===== src/i2c_lvl_map.svh =====
`ifndef I2C_LVL_MAP_SVH
`define I2C_LVL_MAP_SVH
`define OFF_RX_DMA_LEVEL      8'h90
`define OFF_SDA_SETUP_DELAY   8'h94
`define OFF_GEN_CALL_ACK      8'h98
`define OFF_ENABLE_STATE      8'h9C
`define OFF_CTRL_ENABLE       8'hA4
`define OFF_DMA_CTRL          8'hA8
`define OFF_IRQ_STATUS        8'hAC
`define OFF_IRQ_MASK          8'hB0
`define RST_RX_DMA_LEVEL      4'h0
`define RST_SDA_SETUP         8'h64
`define RST_GEN_CALL_ACK      1'h1
`define BIT_ENABLED_FLAG      0
`define BIT_SLV_BUSY          1
`define BIT_SLV_DATA_LOST     2
`define IRQ_BIT_RX_REQ        0
`define IRQ_BIT_DISABLED      1
`define IRQ_BIT_SLV_ABORT     2
`define IRQ_WIDTH             3
`endif


===== src/i2c_lvl_pkg.sv =====
package i2c_lvl_pkg;
  typedef struct packed {
    logic       addr_phase;
    logic       data_phase;
    logic       addr_match;
    logic       gen_call;
    logic       stop_seen;
    logic       bus_idle;
  } slave_activity_t;
  typedef enum logic [2:0] {
    EN_OFF      = 3'b001,
    EN_ON       = 3'b010,
    EN_DRAINING = 3'b100
  } en_state_t;
  typedef enum logic [2:0] {
    SU_IDLE  = 3'b001,
    SU_COUNT = 3'b010,
    SU_DONE  = 3'b100
  } setup_state_t;
endpackage


===== src/sda_setup_timer.sv =====
`timescale 1ns/100ps
`include "i2c_lvl_map.svh"
module sda_setup_timer
  import i2c_lvl_pkg::*;
(
  input  wire logic       clock,
  input  wire logic       rst_n,
  input  wire logic       sda_changed,
  input  wire logic [7:0] setup_count,
  output logic            scl_release
);
  setup_state_t state_reg;
  setup_state_t state_next;
  logic [7:0]   cnt_reg;
  logic [7:0]   cnt_next;
  // the load cycle counts as the first period, so stop one short of the count
  wire          cnt_last = (cnt_reg <= 8'h02);

  // count starts in the cycle the data line changes
  always_comb begin
    state_next = state_reg;
    cnt_next   = cnt_reg;
    case (state_reg)
      SU_IDLE: begin
        if (sda_changed) begin
          cnt_next   = setup_count;
          state_next = (setup_count <= 8'h01) ? SU_DONE : SU_COUNT;
        end
      end
      SU_COUNT: begin
        cnt_next = cnt_reg - 8'h01;
        if (sda_changed) begin
          cnt_next   = setup_count;
          state_next = (setup_count <= 8'h01) ? SU_DONE : SU_COUNT;
        end else if (cnt_last) begin
          state_next = SU_DONE;
        end
      end
      SU_DONE: begin
        if (sda_changed) begin
          cnt_next   = setup_count;
          state_next = (setup_count <= 8'h01) ? SU_DONE : SU_COUNT;
        end
      end
      default: state_next = SU_IDLE;
    endcase
  end

  always_ff @(posedge clock or negedge rst_n) begin
    if (!rst_n) begin
      state_reg <= SU_IDLE;
      cnt_reg   <= 8'h00;
    end else begin
      state_reg <= state_next;
      cnt_reg   <= cnt_next;
    end
  end

  // clock line may rise only after the whole count has elapsed
  assign scl_release = (state_reg == SU_DONE) && !sda_changed;
endmodule


===== src/i2c_level_setup.sv =====
// Implementation choice: the APB interface to the registers.
`timescale 1ns/100ps
`include "i2c_lvl_map.svh"
module i2c_level_setup
  import i2c_lvl_pkg::*;
#(
  parameter bit         dma_support_param          = 1'b1,
  parameter logic [7:0] setup_delay_default_param  = `RST_SDA_SETUP,
  parameter bit         general_call_default_param = `RST_GEN_CALL_ACK
)(
  input  wire logic        clock,
  input  wire logic        rst_n,
  input  wire logic        psel,
  input  wire logic        penable,
  input  wire logic        pwrite,
  input  wire logic [7:0]  paddr,
  input  wire logic [31:0] pwdata,
  output logic [31:0]      prdata,
  output logic             pready,
  output logic             pslverr,
  input  wire logic [4:0]  rx_fifo_count,
  input  wire slave_activity_t activity,
  input  wire logic        sda_changed,
  input  wire logic        gen_call_ack_slot,
  output logic             rx_dma_req,
  output logic             scl_release,
  output logic             data_output_enable,
  output logic             enabled_flag,
  output logic             irq
);
  logic [3:0]  rx_level_reg;
  logic [7:0]  setup_reg;
  logic        gc_ack_reg;
  logic        ctrl_en_reg;
  logic        rdmae_reg;
  logic        slv_busy_reg;
  logic        slv_busy_next;
  logic        slv_lost_reg;
  logic        slv_lost_next;
  logic        rx_req_reg;
  logic [`IRQ_WIDTH-1:0] irq_stat_reg;
  logic [`IRQ_WIDTH-1:0] irq_stat_next;
  logic [`IRQ_WIDTH-1:0] irq_mask_reg;
  logic [31:0] prdata_reg;
  en_state_t   en_reg;
  en_state_t   en_next;

  function automatic logic hit(input logic [7:0] a, input logic [7:0] off);
    hit = (a == off);
  endfunction

  wire acc      = psel && penable;
  wire wr       = acc && pwrite;
  wire rd       = acc && !pwrite;
  wire wr_lvl   = wr && hit(paddr, `OFF_RX_DMA_LEVEL) && dma_support_param;
  wire wr_setup = wr && hit(paddr, `OFF_SDA_SETUP_DELAY);
  wire wr_gc    = wr && hit(paddr, `OFF_GEN_CALL_ACK);
  wire wr_en    = wr && hit(paddr, `OFF_CTRL_ENABLE);
  wire wr_dma   = wr && hit(paddr, `OFF_DMA_CTRL) && dma_support_param;
  wire wr_ist   = wr && hit(paddr, `OFF_IRQ_STATUS);
  wire wr_imk   = wr && hit(paddr, `OFF_IRQ_MASK);
  wire mapped   = hit(paddr, `OFF_RX_DMA_LEVEL) || hit(paddr, `OFF_SDA_SETUP_DELAY) ||
                  hit(paddr, `OFF_GEN_CALL_ACK) || hit(paddr, `OFF_ENABLE_STATE) ||
                  hit(paddr, `OFF_CTRL_ENABLE) || hit(paddr, `OFF_DMA_CTRL) ||
                  hit(paddr, `OFF_IRQ_STATUS) || hit(paddr, `OFF_IRQ_MASK);

  // slave engaged in a transfer that a disable would abort
  wire slv_active = activity.addr_phase ||
                    (activity.data_phase && activity.addr_match);
  wire en_fall    = (en_reg != EN_OFF) && !ctrl_en_reg;

  // disable completes only once the bus lets go
  always_comb begin
    en_next = en_reg;
    case (en_reg)
      EN_OFF: begin
        if (ctrl_en_reg) begin
          en_next = EN_ON;
        end
      end
      EN_ON: begin
        if (!ctrl_en_reg) begin
          en_next = activity.bus_idle ? EN_OFF : EN_DRAINING;
        end
      end
      EN_DRAINING: begin
        if (ctrl_en_reg) begin
          en_next = EN_ON;
        end else if (activity.bus_idle || activity.stop_seen) begin
          en_next = EN_OFF;
        end
      end
      default:     en_next = EN_OFF;
    endcase
  end

  wire en_out = (en_reg != EN_OFF);
  wire going_off = (en_next == EN_OFF) && en_out;

  // flags clear on re-enable and stick once set during a disable
  always_comb begin
    slv_busy_next = slv_busy_reg;
    slv_lost_next = slv_lost_reg;
    if (ctrl_en_reg) begin
      slv_busy_next = 1'b0;
      slv_lost_next = 1'b0;
    end else if (en_fall) begin
      if (slv_active || activity.stop_seen) begin
        slv_busy_next = 1'b1;
      end
      if (activity.addr_match && (activity.data_phase || activity.stop_seen)) begin
        slv_lost_next = 1'b1;
      end
    end
  end

  wire rx_req_next = rdmae_reg && dma_support_param &&
                     ({1'b0, rx_fifo_count} >= ({2'b00, rx_level_reg} + 6'd1));

  wire [`IRQ_WIDTH-1:0] irq_ev;
  assign irq_ev[`IRQ_BIT_RX_REQ]    = rx_req_next && !rx_req_reg;
  assign irq_ev[`IRQ_BIT_DISABLED]  = going_off;
  assign irq_ev[`IRQ_BIT_SLV_ABORT] = (slv_busy_next && !slv_busy_reg) ||
                                      (slv_lost_next && !slv_lost_reg);
  // a fresh event wins over a write-one clear in the same cycle
  assign irq_stat_next = (irq_stat_reg & ~(wr_ist ? pwdata[`IRQ_WIDTH-1:0] : '0)) | irq_ev;

  wire [31:0] status_word = ctrl_en_reg ? 32'h0000_0001 :
                            {29'h0, slv_lost_reg, slv_busy_reg, en_out};
  wire [31:0] rd_mux =
      hit(paddr, `OFF_RX_DMA_LEVEL)    ? (dma_support_param ? {28'h0, rx_level_reg} : 32'h0) :
      hit(paddr, `OFF_SDA_SETUP_DELAY) ? {24'h0, setup_reg} :
      hit(paddr, `OFF_GEN_CALL_ACK)    ? {31'h0, gc_ack_reg} :
      hit(paddr, `OFF_ENABLE_STATE)    ? status_word :
      hit(paddr, `OFF_CTRL_ENABLE)     ? {31'h0, ctrl_en_reg} :
      hit(paddr, `OFF_DMA_CTRL)        ? {31'h0, rdmae_reg} :
      hit(paddr, `OFF_IRQ_STATUS)      ? {29'h0, irq_stat_reg} :
      hit(paddr, `OFF_IRQ_MASK)        ? {29'h0, irq_mask_reg} : 32'h0;

  always_ff @(posedge clock or negedge rst_n) begin
    if (!rst_n) begin
      rx_level_reg <= `RST_RX_DMA_LEVEL;
    end else if (wr_lvl) begin
      rx_level_reg <= pwdata[3:0];
    end
  end

  always_ff @(posedge clock or negedge rst_n) begin
    if (!rst_n) begin
      setup_reg <= setup_delay_default_param;
    end else if (wr_setup) begin
      setup_reg <= pwdata[7:0];
    end
  end

  always_ff @(posedge clock or negedge rst_n) begin
    if (!rst_n) begin
      gc_ack_reg <= general_call_default_param;
    end else if (wr_gc) begin
      gc_ack_reg <= pwdata[0];
    end
  end

  always_ff @(posedge clock or negedge rst_n) begin
    if (!rst_n) begin
      ctrl_en_reg <= 1'b0;
    end else if (wr_en) begin
      ctrl_en_reg <= pwdata[0];
    end
  end

  always_ff @(posedge clock or negedge rst_n) begin
    if (!rst_n) begin
      rdmae_reg <= 1'b0;
    end else if (wr_dma) begin
      rdmae_reg <= pwdata[0];
    end
  end

  always_ff @(posedge clock or negedge rst_n) begin
    if (!rst_n) begin
      irq_mask_reg <= '0;
    end else if (wr_imk) begin
      irq_mask_reg <= pwdata[`IRQ_WIDTH-1:0];
    end
  end

  // reads show the build-time default until software writes the register
  logic boot_reg;
  logic [7:0] setup_eff;
  logic       gc_eff;
  always_ff @(posedge clock or negedge rst_n) begin
    if (!rst_n) begin
      boot_reg <= 1'b1;
    end else begin
      boot_reg <= 1'b0;
    end
  end
  logic setup_touched_reg;
  logic gc_touched_reg;
  always_ff @(posedge clock or negedge rst_n) begin
    if (!rst_n) begin
      setup_touched_reg <= 1'b0;
    end else if (wr_setup) begin
      setup_touched_reg <= 1'b1;
    end
  end

  always_ff @(posedge clock or negedge rst_n) begin
    if (!rst_n) begin
      gc_touched_reg <= 1'b0;
    end else if (wr_gc) begin
      gc_touched_reg <= 1'b1;
    end
  end
  assign setup_eff = setup_touched_reg ? setup_reg : setup_delay_default_param;
  assign gc_eff    = gc_touched_reg ? gc_ack_reg : general_call_default_param;

  // setup-phase capture lets the access phase answer at once
  wire [31:0] rd_mux_fix = hit(paddr, `OFF_SDA_SETUP_DELAY) ? {24'h0, setup_eff} :
                           hit(paddr, `OFF_GEN_CALL_ACK)    ? {31'h0, gc_eff} : rd_mux;

  always_ff @(posedge clock or negedge rst_n) begin
    if (!rst_n) begin
      en_reg <= EN_OFF;
    end else begin
      en_reg <= en_next;
    end
  end

  always_ff @(posedge clock or negedge rst_n) begin
    if (!rst_n) begin
      slv_busy_reg <= 1'b0;
    end else begin
      slv_busy_reg <= slv_busy_next;
    end
  end

  always_ff @(posedge clock or negedge rst_n) begin
    if (!rst_n) begin
      slv_lost_reg <= 1'b0;
    end else begin
      slv_lost_reg <= slv_lost_next;
    end
  end

  always_ff @(posedge clock or negedge rst_n) begin
    if (!rst_n) begin
      rx_req_reg <= 1'b0;
    end else begin
      rx_req_reg <= rx_req_next;
    end
  end

  always_ff @(posedge clock or negedge rst_n) begin
    if (!rst_n) begin
      irq_stat_reg <= '0;
    end else begin
      irq_stat_reg <= irq_stat_next;
    end
  end

  always_ff @(posedge clock or negedge rst_n) begin
    if (!rst_n) begin
      prdata_reg <= 32'h0;
    end else if (psel && !penable && !pwrite) begin
      prdata_reg <= rd_mux_fix;
    end
  end

  sda_setup_timer u_setup (
    .clock       (clock),
    .rst_n       (rst_n),
    .sda_changed (sda_changed),
    .setup_count (setup_eff),
    .scl_release (scl_release)
  );

  assign data_output_enable = gen_call_ack_slot && activity.gen_call && gc_eff && en_out;
  assign enabled_flag       = en_out;
  assign rx_dma_req         = rx_req_reg;
  assign irq                = |(irq_stat_reg & irq_mask_reg);
  assign prdata             = prdata_reg;
  assign pready             = 1'b1;
  assign pslverr            = acc && !mapped;
  wire unused_ok = boot_reg | rd;
endmodule


===== config.mk =====
export PLATFORM = sky130hd
export DESIGN_NAME = i2c_level_setup
export DESIGN_NICKNAME = d
export VERILOG_FILES = /design/src/i2c_lvl_pkg.sv /design/src/sda_setup_timer.sv /design/src/i2c_level_setup.sv
export VERILOG_INCLUDE_DIRS = /design/src
export SDC_FILE = /design/constraint.sdc
export NUM_CORES = 1
export LEC_CHECK = 0
export BUFFER_PORTS_ARGS = -buffer_cell sky130_fd_sc_hd__buf_2
export CAP_MARGIN = 30
export CORE_ASPECT_RATIO = 1.5
export CORE_MARGIN = 8
export CORE_UTILIZATION = 52
export CTS_BUF_LIST = sky130_fd_sc_hd__clkbuf_4 sky130_fd_sc_hd__clkbuf_8
export CTS_CLUSTER_DIAMETER = 40
export DETAILED_ROUTE_END_ITERATION = 10
export PLACE_DENSITY = 0.82
export SETUP_SLACK_MARGIN = 0.1
export SLEW_MARGIN = 5
export SYNTH_ARGS = -nofsm -noshare
export SYNTH_HDL_FRONTEND = slang
export SYNTH_SLANG_ARGS = --single-unit
export TNS_END_PERCENT = 100

===== constraint.sdc =====
create_clock -name clock -period 2.41 [get_ports clock]
set_input_delay 0.482 -clock clock [delete_from_list [all_inputs] [get_ports clock]]
set_output_delay 0.482 -clock clock [all_outputs]
set_load 0.005 [all_outputs]

==> flow_metrics.env, run 1 <==
export IMPL_status="finished clean"
export IMPL_dieHeight_um=108
export IMPL_worst_endpoint_arrival_ns=2.22
export IMPL_cts_reportedPaths_clkPinSlew_ns=0.09
export IMPL_core_ar_sq_um=5450
export IMPL_final_setup_viol_count=0
export IMPL_final_slew_violations=0
export IMPL_synth_warnings=0
export IMPL_drtIter0Drc=140
export IMPL_final_cells=426
export IMPL_area_growth_syn_to_layout_pct=12.2
export IMPL_static_leakage_power_nw=1.59
export IMPL_max_freq_mhz=489
export IMPL_global_route_usage_total_pct=17.2
export IMPL_dr_total_vias=2466
export IMPL_cts_hold_buffers_added=0
export IMPL_maxSlewHeadroom_pct=60.4
export IMPL_stdcell_area_sq_um=3270
export IMPL_die_area_sq_um=8300
export IMPL_ant_nets=0
export IMPL_drive_above_1_share_pct=26.7
export IMPL_tightestPinTransition_ns=0.594
export IMPL_cts_repair_resize_count=0
export IMPL_std_cell_rows=33
export IMPL_layout_commonest_cell="buf_2"
export IMPL_antenna_found_initial=0
export IMPL_pin_count_of_the_biggest_net_entering_global_routing=49
export IMPL_pwr_density_cell_nw_per_um2=667
export IMPL_worstHoldPathType="in -> async"
export IMPL_insertedDiodeCount=0
export IMPL_placed_cells_incl_taps=418
export IMPL_critPathLaunchType="register"
export IMPL_grt_setup_unrepaired="false"
export IMPL_drt_wl_total_um=6990
export IMPL_gp_congestion=0.931
export IMPL_final_total_negative_setup_slack_ns=0
export IMPL_critical_path_max_stage_delay_ns=0.55
export IMPL_first_global_vias=2553
export IMPL_postSynthAreaPerCell_sq_um=9.49
export IMPL_route_detailed_wl_per_inst_um=16.4
export IMPL_most_instantiated_flip_flop_cell_in_the_synthesis_netlist="dfrtp_1"
export IMPL_h_tree_depth=2
export IMPL_floorplan_die_width_um=77.1
export IMPL_cp_cell_sequence="or4_1 > or4_4 > and2_4 > a22oi_2 > o22ai_1"
export IMPL_share_of_flip_flops_with_an_asynchronous_set_or_reset_pct=100
export IMPL_timing_critical_path_max_delay_family="simple AND/OR/NAND/NOR gates"
export IMPL_highest_fanout_seen_on_the_critical_path=4
export IMPL_max_vdd_ir_drop_mv=0.352
export IMPL_synth_cell_types=61
export IMPL_period_minus_slack_ns=2.04
export IMPL_buffer_ports_inserted=47
export IMPL_cp_num_buf_inv=0
export IMPL_post_route_worst_setup_slack_ns=0.366
export IMPL_worstSkewPairLatency_ns=0.30
export IMPL_tritoncts_clock_tree="done"
export IMPL_final_hold_violation_count=0
export IMPL_drc=0
export IMPL_first_pass_iters=4
export IMPL_cts_setup_buffers=0
export IMPL_detailedPlace_worstSlack_ns=0.299
export IMPL_period_share_pct=84.8
export IMPL_yosysSeqAreaShare_pct=41.5
export IMPL_post_layout_total_power_mw=2.18
export IMPL_clk_root_buffer_cell="clkbuf_8"
export IMPL_initial_cell_density_of_the_core_pct=53.4
export IMPL_startpoint_to_endpoint_class_of_the_critical_path="reg -> reg"
export IMPL_cts_num_sinks=48
export IMPL_fin_worst_skew_ns=0.00466
export IMPL_timing_max_cap_violations=0
export IMPL_netlist_area_sq_um=2910
export IMPL_clock_path_buffers=2
export IMPL_grt_pass1_wl_um=11900
export IMPL_final_net_count=421
export IMPL_placed_standard_cell_area_sq_um=3140
export IMPL_syn_instance_count=307
export IMPL_overflow=0
export IMPL_slowest_stage="or4_1"
export IMPL_most_frequent_cells_in_the_layout="buf_2, dfrtp_1, nor2_1"
export IMPL_worst_endpoint_required_ns=2.59
export IMPL_io_pins=97
export IMPL_tritoncts_num_buffers=5
export IMPL_timing_critical_path_to_type="register"
export IMPL_ys_ff_latch=48
export IMPL_dp_final_hpwl_um=5500
export IMPL_synth_edff_count=0
export IMPL_via_cell_ratio=5.79
[per-layer routing]
layer / share of wire (%) / track usage, % / up-vias
li1: - / - / 1154
met1: 37 / 18.1 / 1227
met2: 57 / 32.8 / 75
met3: 5.1 / 4.43 / 10
met4: 1.3 / 4.88 / 0
met5: 0 / 0 / -
[final timing paths]
path	slack (ns)	end	start	depth (start not counted)
min in group clock	0.33	en_reg[2]$_DFF_PN0_	activity[0]	2
min	0.26	setup_reg[7]$_DFFE_PN0P_	rst_n	2
max in group asynchronous	1.75	u_setup.state_reg[2]$_DFFE_PN0P_	rst_n	2
max	0.37	u_setup.state_reg[1]$_DFFE_PN0P_	setup_reg[3]$_DFFE_PN0P_	5
min reg2reg	0.48	prdata[3]$_DFFE_PN0P_	prdata[3]$_DFFE_PN0P_	1
max reg2reg	0.37	u_setup.state_reg[1]$_DFFE_PN0P_	setup_reg[3]$_DFFE_PN0P_	5
[metrics by stage]
stage,utilization (%),hold WS (ns)
final,60.0,0.257
after global placement,57.7,0.442
after floorplan,-,0.186
after global routing,60.0,0.315
after detailed placement,57.7,0.461
after CTS,60.0,0.281
[cell usage after synthesis, types with 3 or more instances]
cell type  number  area share (%)
xnor2_1         3            0.90
nor2b_1         7             1.5
o21ai_0        12             2.1
a31oi_1         3            0.64
ha_1            8             3.4
o22ai_1         4            0.86
xor2_1          3            0.90
clkbuf_1        9             1.2
a32oi_1         4             1.2
dfstp_2         6             5.4
buf_4          25             6.4
inv_1          14             1.8
nand2_1        24             3.1
nor4_1          6             1.3
a21oi_1        13             2.2
nor3_1          6             1.0
nand3_1         8             1.4
nor2_1         27             3.5
dfrtp_1        42              36
nand2b_1        7             1.5
mux2_2         18             7.0
a22o_1          4             1.2
nand3b_1        4             1.0
[cell type report]
class / count / area [sq um]
Timing Repair Buffer: 54 / 288
Clock inverter: 1 / 30.0
Fill cell: 510 / 2180
Tap cell: 70 / 87.6
Inverter: 14 / 52.6
Clock buffer: 7 / 96.3
Sequential cell: 48 / 1210
Multi-Input combinational cell: 232 / 1510
[power breakdown]
part	internal [mW]	switching (mW)
combinational	0.230	0.299
clock	0.366	0.270
sequential	0.903	0.115
[logic make-up (layout without fill, tap and decap cells)]
logic type      count (synthesis)  count (layout)  share of synthesized area [%]
simple gates                  104             104                           18.5
compound gates                 70              70                           17.4
buf+inv                        50              76                           9.75
flops                          48              48                           41.5
mux                            19              19                           7.30
fa+ha+maj                       8               8                           3.44
xor+xnor                        6               6                           1.80
other cells                     2              25                          0.258
Note: power is estimated with default switching activity, not from simulation.
==> inputs of run 2 (changes only) <==
--- a/config.mk
+++ b/config.mk
@@ -10,11 +10,11 @@
 export CAP_MARGIN = 30
 export CORE_ASPECT_RATIO = 1.5
 export CORE_MARGIN = 8
-export CORE_UTILIZATION = 52
+export CORE_UTILIZATION = 47
 export CTS_BUF_LIST = sky130_fd_sc_hd__clkbuf_4 sky130_fd_sc_hd__clkbuf_8
 export CTS_CLUSTER_DIAMETER = 40
 export DETAILED_ROUTE_END_ITERATION = 10
-export PLACE_DENSITY = 0.82
+export PLACE_DENSITY = 0.78
 export SETUP_SLACK_MARGIN = 0.1
 export SLEW_MARGIN = 5
 export SYNTH_ARGS = -nofsm -noshare
==> constraint.sdc (replaced) <==
create_clock -name clock -period 1.65 [get_ports clock]
set_input_delay 0.33 -clock clock [delete_from_list [all_inputs] [get_ports clock]]
set_output_delay 0.33 -clock clock [all_outputs]
set_load 0.005 [all_outputs]
==> flow_metrics.env, run 2 (synthesized netlist as in run 1, its figures left out) <==
export IMPL_ant_nets=0
export IMPL_count_of_fill_cells_added_during_filler_insertion=480
export IMPL_maxSlewHeadroom_pct=64.3
export IMPL_timing_critical_path_max_delay_family="simple AND/OR/NAND/NOR gates"
export IMPL_static_leakage_power_nw=1.94
export IMPL_global_route_usage_total_pct=18.1
export IMPL_pwr_density_cell_nw_per_um2=979
export IMPL_placed_cells_incl_taps=458
export IMPL_status="finished, violations left"
export IMPL_area_growth_syn_to_layout_pct=39.0
export IMPL_cp_cell_sequence="or4_1 > or4_4 > and2_4 > a22oi_2 > o22ai_2"
export IMPL_worst_endpoint_required_ns=1.86
export IMPL_insertedDiodeCount=0
export IMPL_met2RoutedLength_um=4630
export IMPL_highest_fanout_seen_on_the_critical_path=3
export IMPL_critical_path_max_stage_delay_ns=0.54
export IMPL_std_cell_rows=35
export IMPL_wl_met3_um=330
export IMPL_core_ar_sq_um=6090
export IMPL_buffer_ports_inserted=47
export IMPL_top_signal_layer_used="met4"
export IMPL_startpoint_to_endpoint_class_of_the_critical_path="reg -> reg"
export IMPL_dieHeight_um=112
export IMPL_first_global_vias=2831
export IMPL_route_detailed_wl_per_inst_um=17.1
export IMPL_max_vdd_ir_drop_mv=0.582
export IMPL_violations_in_the_final_reports="setup timing"
export IMPL_cts_reportedPaths_clkPinSlew_ns=0.10
export IMPL_final_hold_violation_count=0
export IMPL_worstSkewPairLatency_ns=0.31
export IMPL_first_pass_iters=4
export IMPL_drt_wl_total_um=8330
export IMPL_initial_cell_density_of_the_core_pct=47.9
export IMPL_gp_congestion=0.931
export IMPL_period_share_pct=117
export IMPL_pin_count_of_the_biggest_net_entering_global_routing=31
export IMPL_tritoncts_num_buffers=5
export IMPL_die_area_sq_um=9020
export IMPL_overflow=0
export IMPL_final_cells=487
export IMPL_dr_total_vias=2648
export IMPL_slowest_stage="or4_4"
export IMPL_route_layer_met1_wl_um=3120
export IMPL_critPathLaunchType="register"
export IMPL_final_setup_viol_count=4
export IMPL_fin_worst_skew_ns=0.0139
export IMPL_antenna_found_initial=0
export IMPL_period_minus_slack_ns=1.93
export IMPL_grt_setup_unrepaired="true"
export IMPL_via_cell_ratio=5.44
export IMPL_clock_path_buffers=2
export IMPL_floorplan_die_width_um=80.3
export IMPL_worstHoldPathType="in -> reg"
export IMPL_timing_critical_path_to_type="register"
export IMPL_most_frequent_cells_in_the_layout="buf_4, buf_2, dfrtp_1"
export IMPL_hold_ws_ns=0.193
export IMPL_cts_num_sinks=48
export IMPL_tightestPinTransition_ns=0.531
export IMPL_post_route_worst_setup_slack_ns=-0.282
export IMPL_clk_root_buffer_cell="clkbuf_8"
export IMPL_final_slew_violations=0
export IMPL_dp_final_hpwl_um=6070
export IMPL_drc=0
export IMPL_tritoncts_clock_tree="done"
export IMPL_detailedPlace_worstSlack_ns=-0.276
export IMPL_layout_commonest_cell="buf_4"
export IMPL_final_total_negative_setup_slack_ns=-0.545
export IMPL_timing_max_cap_violations=0
export IMPL_h_tree_depth=2
export IMPL_drive_above_1_share_pct=46.5
export IMPL_cp_num_buf_inv=0
export IMPL_final_net_count=478
export IMPL_max_freq_mhz=518
export IMPL_worst_endpoint_arrival_ns=2.14
export IMPL_grt_pass1_wl_um=13200
export IMPL_io_pins=97
export IMPL_drtIter0Drc=121
==> run 2: changes by cell type in the layout (fill, tap and decap cells not counted), sizes merged <==
cell / previous run / this run
clkbuf: 7 / 5
bufinv: 1 / 3
buf: 54 / 110
dlygate4sd3: 0 / 1
==> run 2: final cells by class <==
type	instances	area (sq um)	area share, %
clock inverters	3	90.1	2.22
inverters	14	52.6	1.30
repair buffers	111	763	18.8
well taps	74	92.6	2.29
flip-flops and latches	48	1210	29.9
clock buffers	5	68.8	1.70
multi-input cells	232	1770	43.7
==> run 2: worst paths after layout <==
| path | slack [ns] | startpoint | endpoint | cells past startpoint |
|---|---|---|---|---|
| setup / recovery | -0.28 | setup_reg[2]$_DFFE_PN1P_ | u_setup.state_reg[1]$_DFFE_PN0P_ | 5 |
| max in group asynchronous | 0.55 | rst_n | en_reg[0]$_DFF_PN1_ | 3 |
| hold / removal | 0.19 | activity[0] | en_reg[2]$_DFF_PN0_ | 2 |
| hold reg to reg | 0.46 | gc_touched_reg$_DFFE_PN0P_ | gc_touched_reg$_DFFE_PN0P_ | 1 |
| setup reg to reg | -0.28 | setup_reg[2]$_DFFE_PN1P_ | u_setup.state_reg[1]$_DFFE_PN0P_ | 5 |
| min in group asynchronous | 0.49 | rst_n | u_setup.state_reg[2]$_DFFE_PN0P_ | 2 |
==> run 2: per-layer routing <==
metal  global-route usage (%)  vias to the layer above
met5                        0                        -
met4                     6.95                        0
met3                     3.28                       20
met2                     33.2                       74
met1                     19.5                     1294
li1                         -                     1260
==> run 2: per-stage QoR <==
| stage | utilization [%] | instance area [sq um] | power [mW] |
|---|---|---|---|
| 3_5_place_dp | 57.9 | 3520 | 2.40 |
| 5_1_grt | 66.5 | 4050 | 4.17 |
| 6_report | 66.5 | 4050 | 3.96 |
| 4_1_cts | 63.7 | 3880 | 3.76 |
| 3_3_place_gp | 57.9 | 3520 | 2.36 |
| 2_1_floorplan | - | 3100 | 2.07 |
==> run 2: power breakdown <==
group          internal (mW)  total [mW]  switching, mW
logic                  0.643        1.32          0.677
registers               1.32        1.47          0.150
clock network          0.758        1.18          0.417
total                   2.72        3.96           1.24
==> run 2: timing repair <==
item                       4_1_cts  5_1_grt
hold endpoints to repair        14        0
buffers inserted                16        3
gates cloned                     0        1
setup endpoints to repair       11       22
resized for setup               16       37
pin swaps                       10       12
hold buffers                     1        0
==> inputs of run 3 (changes only) <==
--- a/config.mk
+++ b/config.mk
@@ -10,7 +10,7 @@
 export CAP_MARGIN = 30
 export CORE_ASPECT_RATIO = 1.5
 export CORE_MARGIN = 8
-export CORE_UTILIZATION = 47
+export CORE_UTILIZATION = 48
 export CTS_BUF_LIST = sky130_fd_sc_hd__clkbuf_4 sky130_fd_sc_hd__clkbuf_8
 export CTS_CLUSTER_DIAMETER = 40
 export DETAILED_ROUTE_END_ITERATION = 10
@@ -19,5 +19,6 @@
 export SLEW_MARGIN = 5
 export SYNTH_ARGS = -nofsm -noshare
 export SYNTH_HDL_FRONTEND = slang
+export SYNTH_HIERARCHICAL = 1
 export SYNTH_SLANG_ARGS = --single-unit
 export TNS_END_PERCENT = 100
==> flow_metrics.env, run 3 <==
export IMPL_syn_instance_count=337
export IMPL_static_leakage_power_nw=2.05
export IMPL_yosysTopAreaCellShare_pct=33.1
export IMPL_final_slew_violations=0
export IMPL_std_cell_rows=36
export IMPL_worstSkewPairLatency_ns=0.31
export IMPL_count_of_fill_cells_added_during_filler_insertion=463
export IMPL_pin_count_of_the_biggest_net_entering_global_routing=21
export IMPL_first_global_vias=3151
export IMPL_first_pass_iters=4
export IMPL_route_detailed_wl_per_inst_um=19.1
export IMPL_grtUsageMet1_pct=20.8
export IMPL_fin_worst_skew_ns=0.00670
export IMPL_initial_cell_density_of_the_core_pct=49.3
export IMPL_most_instantiated_flip_flop_cell_in_the_synthesis_netlist="dfrtp_1"
export IMPL_h_tree_depth=2
export IMPL_critical_path_most_common_cell="buf_6"
export IMPL_drtIter0Drc=178
export IMPL_layout_commonest_cell="buf_4"
export IMPL_ant_nets=0
export IMPL_startpoint_to_endpoint_class_of_the_critical_path="reg -> out"
export IMPL_global_route_usage_total_pct=19.9
export IMPL_met2_usage_pct=35.6
export IMPL_ys_ff_latch=48
export IMPL_period_share_pct=109
export IMPL_final_setup_viol_count=11
export IMPL_gr_usage_met3_pct=2.95
export IMPL_insertedDiodeCount=0
export IMPL_placed_cells_incl_taps=495
export IMPL_post_layout_total_power_mw=3.92
export IMPL_buffer_ports_inserted=47
export IMPL_yosysSeqAreaShare_pct=38.0
export IMPL_synth_top_cells_by_count="dfrtp_1, buf_4, nor2_1, nand2_1"
export IMPL_period_minus_slack_ns=1.80
export IMPL_antenna_found_initial=0
export IMPL_grt_pass1_wl_um=14800
export IMPL_violations_in_the_final_reports="setup timing"
export IMPL_critPathLaunchType="register"
export IMPL_dr_total_vias=3039
export IMPL_max_freq_mhz=554
export IMPL_yosys_area_top_type="dfrtp_1"
export IMPL_slowest_stage="dfstp_2"
export IMPL_synth_most_common_cell="dfrtp_1"
export IMPL_tritoncts_clock_tree="done"
export IMPL_dieHeight_um=116
export IMPL_dp_final_hpwl_um=6550
export IMPL_cts_num_sinks=48
export IMPL_cp_cell_sequence="buf_6 > nor3b_4 > buf_6 > nor3_2 > buf_2"
export IMPL_timing_max_cap_violations=0
export IMPL_clk_root_buffer_cell="clkbuf_8"
export IMPL_core_ar_sq_um=6440
export IMPL_clock_path_buffers=2
export IMPL_drt_wl_total_um=10000
export IMPL_grt_most_used_layer="met2"
export IMPL_io_pins=97
export IMPL_cts_reportedPaths_clkPinSlew_ns=0.09
export IMPL_critical_path_max_stage_delay_ns=0.55
export IMPL_maxSlewHeadroom_pct=65.9
export IMPL_floorplan_die_width_um=82.4
export IMPL_final_net_count=514
export IMPL_most_frequent_cells_in_the_layout="buf_4, buf_2, dfrtp_1"
export IMPL_worstHoldPathType="in -> reg"
export IMPL_timing_critical_path_to_type="primary output"
export IMPL_grt_setup_unrepaired="true"
export IMPL_synthTopCellsByArea="dfrtp_1, buf_4, mux2_2"
export IMPL_post_route_worst_setup_slack_ns=-0.154
export IMPL_via_cell_ratio=5.79
export IMPL_status="finished, violations left"
export IMPL_detailedPlace_worstSlack_ns=-0.434
export IMPL_netlist_area_sq_um=3180
export IMPL_final_total_negative_setup_slack_ns=-0.551
export IMPL_postSynthAreaPerCell_sq_um=9.43
export IMPL_drc=0
export IMPL_overflow=0
export IMPL_max_vdd_ir_drop_mv=0.669
export IMPL_gp_congestion=0.882
export IMPL_worst_endpoint_required_ns=1.32
export IMPL_final_cells=525
export IMPL_synth_warnings=6
export IMPL_synth_edff_count=0
export IMPL_pwr_density_cell_nw_per_um2=881
export IMPL_highest_fanout_seen_on_the_critical_path=5
export IMPL_final_hold_violation_count=0
export IMPL_die_area_sq_um=9530
export IMPL_tightestPinTransition_ns=0.512
export IMPL_final_core_utilization_pct=69.0
export IMPL_worst_endpoint_arrival_ns=1.47
export IMPL_area_growth_syn_to_layout_pct=40.0
export IMPL_share_of_flip_flops_with_an_asynchronous_set_or_reset_pct=100
export IMPL_tritoncts_num_buffers=5
export IMPL_synth_cell_types=67
export IMPL_drive_above_1_share_pct=48.8
run 3: power breakdown:
part	internal, mW	switching, mW	total, mW	leakage [nW]
Sequential	1.32	0.163	1.48	0.602
Clock	0.467	0.417	0.884	0.0586
Combinational	0.743	0.809	1.55	1.39
Total	2.53	1.39	3.92	2.05
run 3: per-stage QoR:
stage               cell area, sq um  hold slack (ns)
global placement                3750            0.310
finish                          4450            0.191
global route                    4450            0.201
floorplan                       3280           0.0344
detailed placement              3750            0.313
CTS                             4220            0.190
run 3: repair_timing:
item / 4_1_cts / 5_1_grt
endpoints found under the setup margin: 33 / 37
pin swaps: 18 / 26
buffers inserted: 13 / 8
gates resized for setup: 53 / 40
gates cloned: 1 / 0
endpoints found under the hold margin: 13 / 0
hold buffers: 1 / 0
run 3: logic make-up (layout without fill, tap and decap cells):
family	Yosys count	after routing	share of synthesized area, %
buf+inv	57	145	10.4
xor+xnor	8	8	2.80
other cells	2	25	0.236
flops	48	48	38.0
fa+ha+maj	8	8	3.15
mux	22	22	7.80
simple gates	122	123	21.2
compound gates	70	70	16.4
run 3: worst paths after layout:
check	startpoint	endpoint	slack, ns	cells after the start
max	en_reg[0]$_DFF_PN1_	data_output_enable	-0.15	5
min	activity[0]	en_reg[2]$_DFF_PN0_	0.19	2
max reg2reg	rx_level_reg[1]$_DFFE_PN0P_	irq_stat_reg[0]$_DFF_PN0_	-0.02	6
min reg2reg	gc_touched_reg$_DFFE_PN0P_	gc_touched_reg$_DFFE_PN0P_	0.46	1
max in group asynchronous	rst_n	u_setup/state_reg[0]$_DFFE_PN1P_	0.56	3
min in group asynchronous	rst_n	u_setup/cnt_reg[6]$_DFFE_PN0P_	0.52	2
run 3: metal layers:
metal / part of all wire, % / vias to the layer above
met5: 0 / -
met4: 3.8 / 0
met3: 5.3 / 31
met2: 55 / 128
met1: 36 / 1506
li1: - / 1374
run 3: final cells by class:
type	count	area, sq um	share of cell area [%]
sequential	48	1210	27.2
clock inverter	2	35.0	0.788
timing repair buffer	119	846	19.0
tap	76	95.1	2.14
inverter	18	67.6	1.52
multi-input combinational	256	2120	47.6
clock buffer	6	76.3	1.72
run 3: critical path: cells and delay by family, from the launching register on:
kind	cells	cell delay, ns
buf+inv	3	0.38
simple gates	2	0.25
flops	1	0.55
